<file path="config.mk">
export PLATFORM = sky130hd
export DESIGN_NAME = rps_sequencer
export DESIGN_NICKNAME = d
export VERILOG_FILES = /design/src/design/rps_pkg.sv /design/src/design/rps_reset_sync.sv /design/src/design/rps_sequencer.sv
export SDC_FILE = /design/constraint.sdc
export NUM_CORES = 1
export LEC_CHECK = 0
export BUFFER_PORTS_ARGS = -buffer_cell sky130_fd_sc_hd__buf_4
export CORE_UTILIZATION = 55
export CTS_CLUSTER_DIAMETER = 200
export DETAILED_ROUTE_END_ITERATION = 12
export MAX_ROUTING_LAYER = met4
export PLACE_DENSITY = 0.81
export REMOVE_ABC_BUFFERS = 1
export SYNTH_ARGS = -nofsm -noshare
export SYNTH_HDL_FRONTEND = slang
export SYNTH_SLANG_ARGS = --single-unit
</file>
<file path="constraint.sdc">
create_clock -name clk -period 2 [get_ports clk]
set_input_delay 0.2 -clock clk [delete_from_list [all_inputs] [get_ports clk]]
set_output_delay 0.2 -clock clk [all_outputs]
set_load 0.02 [all_outputs]
</file>
<file path="src/design/rps_pkg.sv">
// Package: constants for the reset and clock sequencer
package rps_pkg;
  // ****************************************
  // Timing counts in osc_clock cycles
  // ****************************************
  localparam int unsigned PLL_LOCK_CYCLES = 131072;
  localparam int unsigned WD_PULSE_CYCLES = 512;
  localparam int unsigned BUS_DELAY_CYCLES = 32;
  localparam int unsigned BOOT_SAMPLE_CYCLES = 200;
  localparam int CNT_W = 18;
  localparam logic [CNT_W-1:0] PLL_LOCK_CNT = CNT_W'(PLL_LOCK_CYCLES - 1);
  localparam logic [CNT_W-1:0] WD_PULSE_CNT = CNT_W'(WD_PULSE_CYCLES - 1);
  localparam logic [CNT_W-1:0] BUS_DELAY_CNT = CNT_W'(BUS_DELAY_CYCLES - 1);
  localparam logic [CNT_W-1:0] BOOT_SAMPLE_CNT = CNT_W'(BOOT_SAMPLE_CYCLES - 1);

  // ****************************************
  // PLL ratio and divider encodings
  // ****************************************
  localparam logic [15:0] PLL_RATIO_RESET = 16'h0000;
  localparam logic [15:0] PLL_RATIO_X2 = 16'h0004;
  localparam logic [15:0] PLL_RATIO_X4 = 16'h0008;
  // System clock select: value of divider code
  localparam logic [2:0] SYS_DIV4 = 3'h0;
  localparam logic [2:0] SYS_DIV2 = 3'h1;
  localparam logic [2:0] SYS_X2 = 3'h2;
  localparam logic [2:0] SYS_X4 = 3'h3;
  localparam logic XIF_TIMING_RESET = 1'h1;
  localparam logic XIF_OUTDIV_RESET = 1'h1;
  localparam int BOOT_W = 4;

  typedef enum logic [2:0] {
    RPS_IN_RESET = 3'b000,
    RPS_WD_PULSE = 3'b001,
    RPS_BUS_WAIT = 3'b010,
    RPS_BOOT_WAIT = 3'b011,
    RPS_RUN = 3'b100
  } rps_state_t;
endpackage

</file>
<file path="src/design/rps_reset_sync.sv">
// Two-stage synchroniser for the external reset pin
`timescale 1ns/10ps
module rps_reset_sync (
  input wire logic clk,
  input wire logic srst,
  input wire logic asyncIn,
  output logic syncOut
);
  logic stage1;
  logic stage2;
  logic next_stage1;
  logic next_stage2;

  always_comb begin
    next_stage1 = asyncIn;
    next_stage2 = stage1;
  end

  always_ff @(posedge clk) begin
    if (srst) begin
      stage1 <= 1'b0;
      stage2 <= 1'b0;
    end else begin
      stage1 <= next_stage1;
      stage2 <= next_stage2;
    end
  end

  assign syncOut = stage2;
endmodule

</file>
<file path="src/design/rps_sequencer.sv">
// Reset qualification, boot sampling and system clock ratio control
`timescale 1ns/10ps
module rps_sequencer
  import rps_pkg::*;
(
  input wire logic clk,
  input wire logic srst,
  input wire logic device_reset_n,
  input wire logic watchdogTrip,
  input wire logic [BOOT_W-1:0] bootModePins,
  input wire logic ratioWrite,
  input wire logic [15:0] ratioData,
  input wire logic sysDivTwoReq,
  input wire logic xifWrite,
  input wire logic xifTimingIn,
  input wire logic xifOutDivIn,
  output logic coreReset,
  output logic watchdogResetOut,
  output logic busValid,
  output logic bootValid,
  output logic [BOOT_W-1:0] bootMode,
  output logic [15:0] pll_ratio_reg,
  output logic pllLocking,
  output logic [2:0] sysClockSel,
  output logic xif_timing_clock_div,
  output logic xif_output_div_sel,
  output logic [4:0] extClockDivide
);
  // ****************************************
  // Reset pin synchronisation
  // ****************************************
  logic resetPinSync;

  // Clock arrives already selected from crystal or external input
  rps_reset_sync rps_reset_sync_i (
    .clk(clk),
    .srst(srst),
    .asyncIn(device_reset_n),
    .syncOut(resetPinSync)
  );

  // ****************************************
  // Reset sequence state
  // ****************************************
  rps_state_t state;
  rps_state_t next_state;
  logic [CNT_W-1:0] seqCnt;
  logic [CNT_W-1:0] next_seqCnt;
  logic next_coreReset;
  logic next_watchdogResetOut;
  logic next_busValid;
  logic next_bootValid;
  logic [BOOT_W-1:0] next_bootMode;

  always_comb begin
    next_state = state;
    next_seqCnt = seqCnt;
    next_bootValid = bootValid;
    next_bootMode = bootMode;
    case (state)
      RPS_IN_RESET: begin
        next_seqCnt = '0;
        next_bootValid = 1'b0;
        // The partner guarantees the minimum low time, so release is taken at once
        if (resetPinSync) begin
          next_state = RPS_BUS_WAIT;
        end
      end
      RPS_WD_PULSE: begin
        next_seqCnt = seqCnt + CNT_W'(1);
        if (seqCnt == WD_PULSE_CNT) begin
          next_state = RPS_BUS_WAIT;
          next_seqCnt = '0;
        end
      end
      RPS_BUS_WAIT: begin
        next_seqCnt = seqCnt + CNT_W'(1);
        if (seqCnt == BUS_DELAY_CNT) begin
          next_state = RPS_BOOT_WAIT;
          next_seqCnt = '0;
        end
      end
      RPS_BOOT_WAIT: begin
        next_seqCnt = seqCnt + CNT_W'(1);
        // Pins are caught late so the hold window covers the sample
        if (seqCnt == BOOT_SAMPLE_CNT) begin
          next_state = RPS_RUN;
          next_bootMode = bootModePins;
          next_bootValid = 1'b1;
          next_seqCnt = '0;
        end
      end
      RPS_RUN: begin
        next_seqCnt = '0;
      end
      default: begin
        next_state = RPS_IN_RESET;
        next_seqCnt = '0;
      end
    endcase
    if (!resetPinSync) begin
      next_state = RPS_IN_RESET;
      next_seqCnt = '0;
    end else if (watchdogTrip && state != RPS_WD_PULSE) begin
      next_state = RPS_WD_PULSE;
      next_seqCnt = '0;
      next_bootValid = 1'b0;
    end
    next_coreReset = (next_state == RPS_IN_RESET) || (next_state == RPS_WD_PULSE);
    next_watchdogResetOut = (next_state == RPS_WD_PULSE);
    next_busValid = (next_state == RPS_BOOT_WAIT) || (next_state == RPS_RUN);
  end

  always_ff @(posedge clk) begin
    if (srst) begin
      state <= RPS_IN_RESET;
      seqCnt <= '0;
      coreReset <= 1'b1;
      watchdogResetOut <= 1'b0;
      busValid <= 1'b0;
      bootValid <= 1'b0;
      bootMode <= '0;
    end else begin
      state <= next_state;
      seqCnt <= next_seqCnt;
      coreReset <= next_coreReset;
      watchdogResetOut <= next_watchdogResetOut;
      busValid <= next_busValid;
      bootValid <= next_bootValid;
      bootMode <= next_bootMode;
    end
  end

  // ****************************************
  // System clock ratio and lock timer
  // ****************************************
  logic [CNT_W-1:0] lockCnt;
  logic [CNT_W-1:0] next_lockCnt;
  logic [15:0] next_pll_ratio_reg;
  logic next_pllLocking;
  logic [2:0] next_sysClockSel;
  logic next_xif_timing_clock_div;
  logic next_xif_output_div_sel;
  logic [4:0] next_extClockDivide;
  logic [4:0] sysDivide;
  logic [2:0] xifShift;
  logic holdControls;

  // Only ratio codes that map to a multiplier are decoded; others fall to osc/2
  function automatic logic [2:0] rps_decode(input logic [15:0] ratio);
    logic [2:0] sel;
    sel = SYS_DIV2;
    if (ratio == PLL_RATIO_X2) begin
      sel = SYS_X2;
    end else if (ratio == PLL_RATIO_X4) begin
      sel = SYS_X4;
    end
    return sel;
  endfunction

  always_comb begin
    holdControls = coreReset && !watchdogResetOut;
    next_lockCnt = lockCnt;
    next_pll_ratio_reg = pll_ratio_reg;
    next_pllLocking = pllLocking;
    next_sysClockSel = sysClockSel;
    next_xif_timing_clock_div = xif_timing_clock_div;
    next_xif_output_div_sel = xif_output_div_sel;
    if (ratioWrite) begin
      next_pll_ratio_reg = ratioData;
      next_pllLocking = 1'b1;
      next_lockCnt = '0;
      next_sysClockSel = SYS_DIV2;
    end else if (pllLocking) begin
      next_lockCnt = lockCnt + CNT_W'(1);
      if (lockCnt == PLL_LOCK_CNT) begin
        next_pllLocking = 1'b0;
        next_sysClockSel = rps_decode(pll_ratio_reg);
      end
    end else if (sysDivTwoReq) begin
      next_sysClockSel = SYS_DIV2;
    end
    if (xifWrite) begin
      next_xif_timing_clock_div = xifTimingIn;
      next_xif_output_div_sel = xifOutDivIn;
    end
    if (holdControls) begin
      next_lockCnt = '0;
      next_pll_ratio_reg = PLL_RATIO_RESET;
      next_pllLocking = 1'b0;
      next_sysClockSel = SYS_DIV4;
      next_xif_timing_clock_div = XIF_TIMING_RESET;
      next_xif_output_div_sel = XIF_OUTDIV_RESET;
    end
    // Divide of osc_clock seen at the output pin; zero means a multiplied clock
    case (next_sysClockSel)
      SYS_DIV4: sysDivide = 5'h04;
      SYS_DIV2: sysDivide = 5'h02;
      default: sysDivide = 5'h00;
    endcase
    xifShift = {1'b0, next_xif_timing_clock_div} + {1'b0, next_xif_output_div_sel} + 3'h0;
    next_extClockDivide = 5'(sysDivide << xifShift);
  end

  always_ff @(posedge clk) begin
    if (srst) begin
      lockCnt <= '0;
      pll_ratio_reg <= PLL_RATIO_RESET;
      pllLocking <= 1'b0;
      sysClockSel <= SYS_DIV4;
      xif_timing_clock_div <= XIF_TIMING_RESET;
      xif_output_div_sel <= XIF_OUTDIV_RESET;
      extClockDivide <= 5'h10;
    end else begin
      lockCnt <= next_lockCnt;
      pll_ratio_reg <= next_pll_ratio_reg;
      pllLocking <= next_pllLocking;
      sysClockSel <= next_sysClockSel;
      xif_timing_clock_div <= next_xif_timing_clock_div;
      xif_output_div_sel <= next_xif_output_div_sel;
      extClockDivide <= next_extClockDivide;
    end
  end
endmodule

</file>
* After elaboration in Yosys (flattened, before gate mapping) *
Index checks and enable logic that the tools add are counted.

storage, ports and cells
  bits in registers = 76
  input bits = 29
  output and inout port bits = 35
  word-level logic and storage cells = 77

operators by class
  $add $sub $neg = 3
  eq/ne operators = 15
  shifts and indexed selects = 1
  muxes and demuxes = 29
  bitwise logic cells = 1
  reductions and logical operators = 12

operator list
  operator                                                                  count
  18-bit 2-to-1 mux                                                         3
  18-bit one-hot mux with 3 select lines                                    1
  18-bit by 1-bit adder with 18-bit output (second input constant)          2
  3-bit 2-to-1 mux                                                          10
  18-bit by 17-bit equality test with 1-bit output (second input constant)  1
  18-bit by 5-bit equality test with 1-bit output (second input constant)   1
  18-bit by 8-bit equality test with 1-bit output (second input constant)   1
  18-bit by 9-bit equality test with 1-bit output (second input constant)   1
  16-bit by 3-bit equality test with 1-bit output (second input constant)   1
  16-bit by 4-bit equality test with 1-bit output (second input constant)   1
  3-bit one-hot mux with 5 select lines                                     1
  1-bit 2-to-1 mux                                                          10
  3-bit by 1-bit equality test with 1-bit output (second input constant)    3
  3-bit by 2-bit equality test with 1-bit output (second input constant)    3
  3-bit zero test                                                           3
  3-bit equality test (second input constant)                               2
  3-bit one-hot mux with 2 select lines                                     1
  3-bit OR reduction                                                        2
  5-bit by 2-bit << shifter with 5-bit output                               1
  2-bit 2-to-1 mux                                                          2
  3-bit by 1-bit inequality test with 1-bit output (second input constant)  1
  1-bit by 1-bit adder with 2-bit output                                    1
  1-bit logical AND                                                         2
  1-bit logical OR                                                          2
  5 further kinds                                                           5

* Longest topological paths before layout *
  word-level depth = 10
  depth in mapped cells = 7
  depth with buffers taken out = 7

* Modules after synthesis *
From an unflattened synthesis, not the netlist that was laid out.

second synthesis, totals
  cells, all modules = 364
  area total of the unflattened synthesis = 3276.9 sq um

by module, submodules not included
  module          instances  cells an instance  area each (sq um)  sequential area each (sq um)
  rps_sequencer   1          360                3224.3             1461.4
  rps_reset_sync  1          4                  52.6               40.0

* Worst setup path after synthesis *
Ideal clock, no wire load.

  path kind = reg-to-reg
  from = register pllLocking
  to = register extClockDivide[3]
  setup time = 0.086 ns
  data arrival time = 1.821 ns
  required time = 1.914 ns
  path slack = 0.093 ns
  cell stages (with the launch flop) = 8
  buffers on the path = 1
  period minus slack after synthesis = 1.907 ns
  cells stage by stage = dfxtp_1 > buf_4 > nand4_2 > or2_1 > o21ai_2 > o211ai_4 > or3_1 > a211oi_1

between the ends
  word-level cells in the longest chain between the ends = 6
  elaborated cells between the ends (all ways) = 7
  classes of those cells = 1 x eq/ne; 1 x shift; 4 x mux; 1 x reduce/logical

ends and longest elaborated chain
  what                                                                               line                  source
  start: declaration                                                                 rps_sequencer.sv:23   output logic pllLocking,
  start signal: assignment                                                           rps_sequencer.sv:217  pllLocking <= next_pllLocking;
  3-bit 2-to-1 mux *                                                                 rps_sequencer.sv:174  end else if (pllLocking) begin
  3-bit 2-to-1 mux *                                                                 rps_sequencer.sv:169  if (ratioWrite) begin
  3-bit 2-to-1 mux *                                                                 rps_sequencer.sv:187  if (holdControls) begin
  3-bit by 1-bit equality test with 1-bit output or 3-bit zero test (tied branches)  rps_sequencer.sv:196  case (next_sysClockSel)
  3-bit one-hot mux with 2 select lines *                                            rps_sequencer.sv:196
  5-bit by 2-bit << shifter with 5-bit output *                                      rps_sequencer.sv:202  next_extClockDivide = 5'(sysDivide << xifShift);
  end signal: assignment                                                             rps_sequencer.sv:221  extClockDivide <= next_extClockDivide;
  end: declaration                                                                   rps_sequencer.sv:27   output logic [4:0] extClockDivide

Every way passes the cells marked *; elsewhere a longest branch is shown, timed or not.
A chain may end at the register's enable or synchronous reset.

* Worst setup path after layout *
  from = register seqCnt[12]
  to = register watchdogResetOut

between the ends
  word-level cells in the longest chain between the ends = 6
  elaborated cells between the ends (all ways) = 10
  classes of those cells = 4 x eq/ne; 6 x mux

ends and longest elaborated chain
  what                                                                           line                                                           source
  start: declaration                                                             rps_sequencer.sv:47                                            logic [CNT_W-1:0] seqCnt;
  start signal: assignment                                                       rps_sequencer.sv:125                                           seqCnt <= next_seqCnt;
  18-bit by 8-bit equality test with 1-bit output, or another cell as far along  rps_sequencer.sv:86                                            if (seqCnt == BOOT_SAMPLE_CNT) begin
  3-bit 2-to-1 mux, on equally long branches                                     rps_sequencer.sv:86, rps_sequencer.sv:71, rps_sequencer.sv:78
  3-bit one-hot mux with 5 select lines *                                        rps_sequencer.sv:60                                            case (state)
  3-bit 2-to-1 mux *                                                             rps_sequencer.sv:104                                           end else if (watchdogTrip && state != RPS_WD_PULSE) begin
  3-bit 2-to-1 mux *                                                             rps_sequencer.sv:101                                           if (!resetPinSync) begin
  3-bit by 1-bit equality test with 1-bit output *                               rps_sequencer.sv:110                                           next_watchdogResetOut = (next_state == RPS_WD_PULSE);
  end signal: assignment                                                         rps_sequencer.sv:127                                           watchdogResetOut <= next_watchdogResetOut;
  end: declaration                                                               rps_sequencer.sv:18                                            output logic watchdogResetOut,

Marked as above.

==> qor.txt <==
Status -> completed
Final setup violation count -> 0
Synth Flop Type -> dfxtp_1
Initial antenna violation count -> 0
Maxcap violations -> 0
Share of the synthesized area in the top cell type -> 45.5%
Crit path max fanout -> 5
Total power -> 3.05 mW
Share of flip-flops with an asynchronous set or reset -> 0%
CP Launch Type -> register
H-tree depth -> 3
Area delta synth->final -> 28.2%
DP Worst Slack -> 0.0230 ns
Detailed Route Iter0 Violations -> 125
Vias in the first global route -> 2723
Pin count of the biggest net entering global routing -> 22
Drt wl/cell -> 13.9 microns
Drt first pass iters -> 6
Clock Power Share -> 45.5%
Area of the multi-input gates -> 0.00178 sq mm
GRT Overall Usage -> 25.2%
Detail Route Antenna Nets -> 0
Post-layout min period -> 1.95 ns
Net Switching -> 643 uW
Gp weighted congestion -> 0.896
GR Overflow Total -> 0
Clock Latency Late Sink -> 0.35 ns
Via count -> 2756
DRC Markers -> 0
Routed vias/inst -> 5.35
CTS Sinks -> 75
Core ar. -> 0.00564 sq mm
Max Clock Freq -> 513 MHz
Sequential share of power -> 49.5%
Post-synthesis register bit count -> 75
Final core utilization -> 75.0%
CTS tree -> done
P_leak -> 1.72 nW
Internal -> 2.41 mW
Die Area -> 0.00631 sq mm
DIE WIDTH -> 79.5 microns
Avg Inst Size Synth -> 9.09 sq um
Global-route wire length before repair -> 11.9 mm
Num ports -> 64
Initial core utilization -> 58.5%
Register area share after synthesis -> 45.5%
Post-Syn Area -> 0.00330 sq mm
Clk slew on worst S/H paths -> 0.08 ns
Root buffer cell -> clkbuf_8
Unique masters post-synth -> 56
Die Ht -> 79.5 microns
I/O Buffers -> 62
RSZ-0062 raised after global routing -> yes
Total wire length -> 7.15 mm
Max clock buf depth -> 2
Setup WS post-layout -> 0.0513 ns
Worst hold path class -> in2reg
Largest cells by area after synthesis -> dfxtp_1, nor2_1, mux2i_1, xor2_1, xnor2_1
Critical Path RT -> 2.25 ns
FF+latch area -> 0.00151 sq mm
Synth warn -> 0
VDD IR max -> 0.000471 V
Worst Path Arrival -> 2.20 ns
Area leader, netlist -> dfxtp_1
Final nets -> 470
Clk_skew -> 0.00920 ns
Post-synth EDFFs -> 0
Row cnt -> 27
Slew Viols, Final -> 0
Final hold violation count -> 0
CP endpoint kind -> register
Sw frac -> 21.1%
Layout cells sized above 1 -> 28.9%
N_diodes -> 0
Fin crit share -> 97.4%
Combinational share of power -> 5.0%
# fillers -> 431
HPWL after DPL -> 4.96 mm
WS Path Type -> reg2reg
CTS buffer count -> 9
Synth Instances -> 363
Pwr/cell area -> 721 mW/mm^2
## per-layer routing
metal / vias up / global-route usage, % / part of all wire [%]
li1: 1386 / - / -
met1: 1283 / 28.2 / 44
met2: 74 / 42.4 / 49
met3: 13 / 5.49 / 4.5
met4: 0 / 12.2 / 2.1
met5: - / - / 0
## critical path: stages, from the launching register on
cell	delay, ns
dfxtp_2	0.34
or4_4	0.54
nor4b_4	0.35
nand3_2	0.15
o21ai_1	0.20
a21oi_1	0.10
and2_1	0.17
## path summary, 6_finish.rpt
path | from | to | slack (ns) | cells past startpoint
max | seqCnt[12] | watchdogResetOut | 0.05 | 6
min | bootModePins[0] | bootMode[0] | 0.08 | 3
max reg2reg | seqCnt[12] | watchdogResetOut | 0.05 | 6
min reg2reg | rps_reset_sync_i.next_stage2 | rps_reset_sync_i.syncOut | 0.47 | 1
## cells in the mapped netlist (all sizes together), types with 3 or more instances
cell type and instances:
a21oi 6, and3 6, and4 4, buf 6
clkbuf 8, dfxtp 75, ha 3, inv 7
mux2i 24, nand2 23, nand3 20, nand4 9
nor2 78, nor2b 3, nor3 7, nor4 4
nor4b 3, o21ai 8, or2 6, or3 7
xnor2 12, xor2 22
## placed cells by master, fill, tap and decap left out, types with 3 or more instances in the layout
cell type	synthesis	routed
nor2b_1	3	3
xor2_1	22	22
o21ai_0	4	4
and4_1	3	3
or3_1	6	6
bufinv_16	0	3
a21oi_1	6	5
and3_1	5	5
clkbuf_8	0	9
nand2_1	22	22
dfxtp_1	75	71
or2_2	4	4
nor2_1	78	78
mux2i_1	24	24
buf_4	3	78
nand3_1	19	19
inv_1	7	7
dfxtp_2	0	4
o21ai_2	2	3
xnor2_1	12	11
nand4_1	8	8
nor3_1	7	5
## stage by stage
stage | TNS, ns | hold WS, ns | std cells | area (sq um)
2_1_floorplan | 0 | 0.268 | 349 | 3230
3_3_place_gp | 0 | 0.426 | 497 | 3890
3_5_place_dp | 0 | 0.442 | 497 | 3890
4_1_cts | 0 | 0.0704 | 513 | 4150
5_1_grt | -0.0980 | 0.0729 | 515 | 4230
6_report | 0 | 0.0780 | 515 | 4230
## power groups by stage
stage	sequential, mW	clock [mW]	combinational (mW)
after global placement	1.54	0	0.144
final	1.51	1.39	0.152
after global routing	1.51	1.48	0.165
after floorplan	1.55	0	0.0572
after detailed placement	1.54	0	0.147
after CTS	1.51	1.41	0.149
## cell type report
class | count | share of cell area, %
inverter | 7 | 0.621
clock buffer | 9 | 2.93
timing repair buffer | 78 | 13.8
multi-input combinational | 267 | 42.1
tap | 72 | 2.13
sequential | 75 | 35.6
clock inverter | 7 | 2.75
## cell families (layout without fill, tap and decap cells)
kind of cell / Yosys count / count (layout) / share of synthesized area (%)
AND/OR/NAND/NOR: 179 / 179 / 28.1
buffers and inverters: 21 / 101 / 2.81
XOR/XNOR: 34 / 34 / 9.02
multiplexers: 24 / 24 / 7.28
adder cells (fa/ha/maj): 3 / 3 / 1.14
other: 1 / 1 / 0.114
AO/OA/AOI/OAI: 26 / 26 / 6.10
flip-flops: 75 / 75 / 45.5
## timing repair
item / 4_1_cts / 5_1_grt
setup endpoints to repair: 3 / 14
setup buffers: 0 / 2
hold buffers: 0 / 0
gates resized for setup: 3 / 14
pin swaps: 4 / 10
Note: power is estimated with default switching activity, not from simulation.
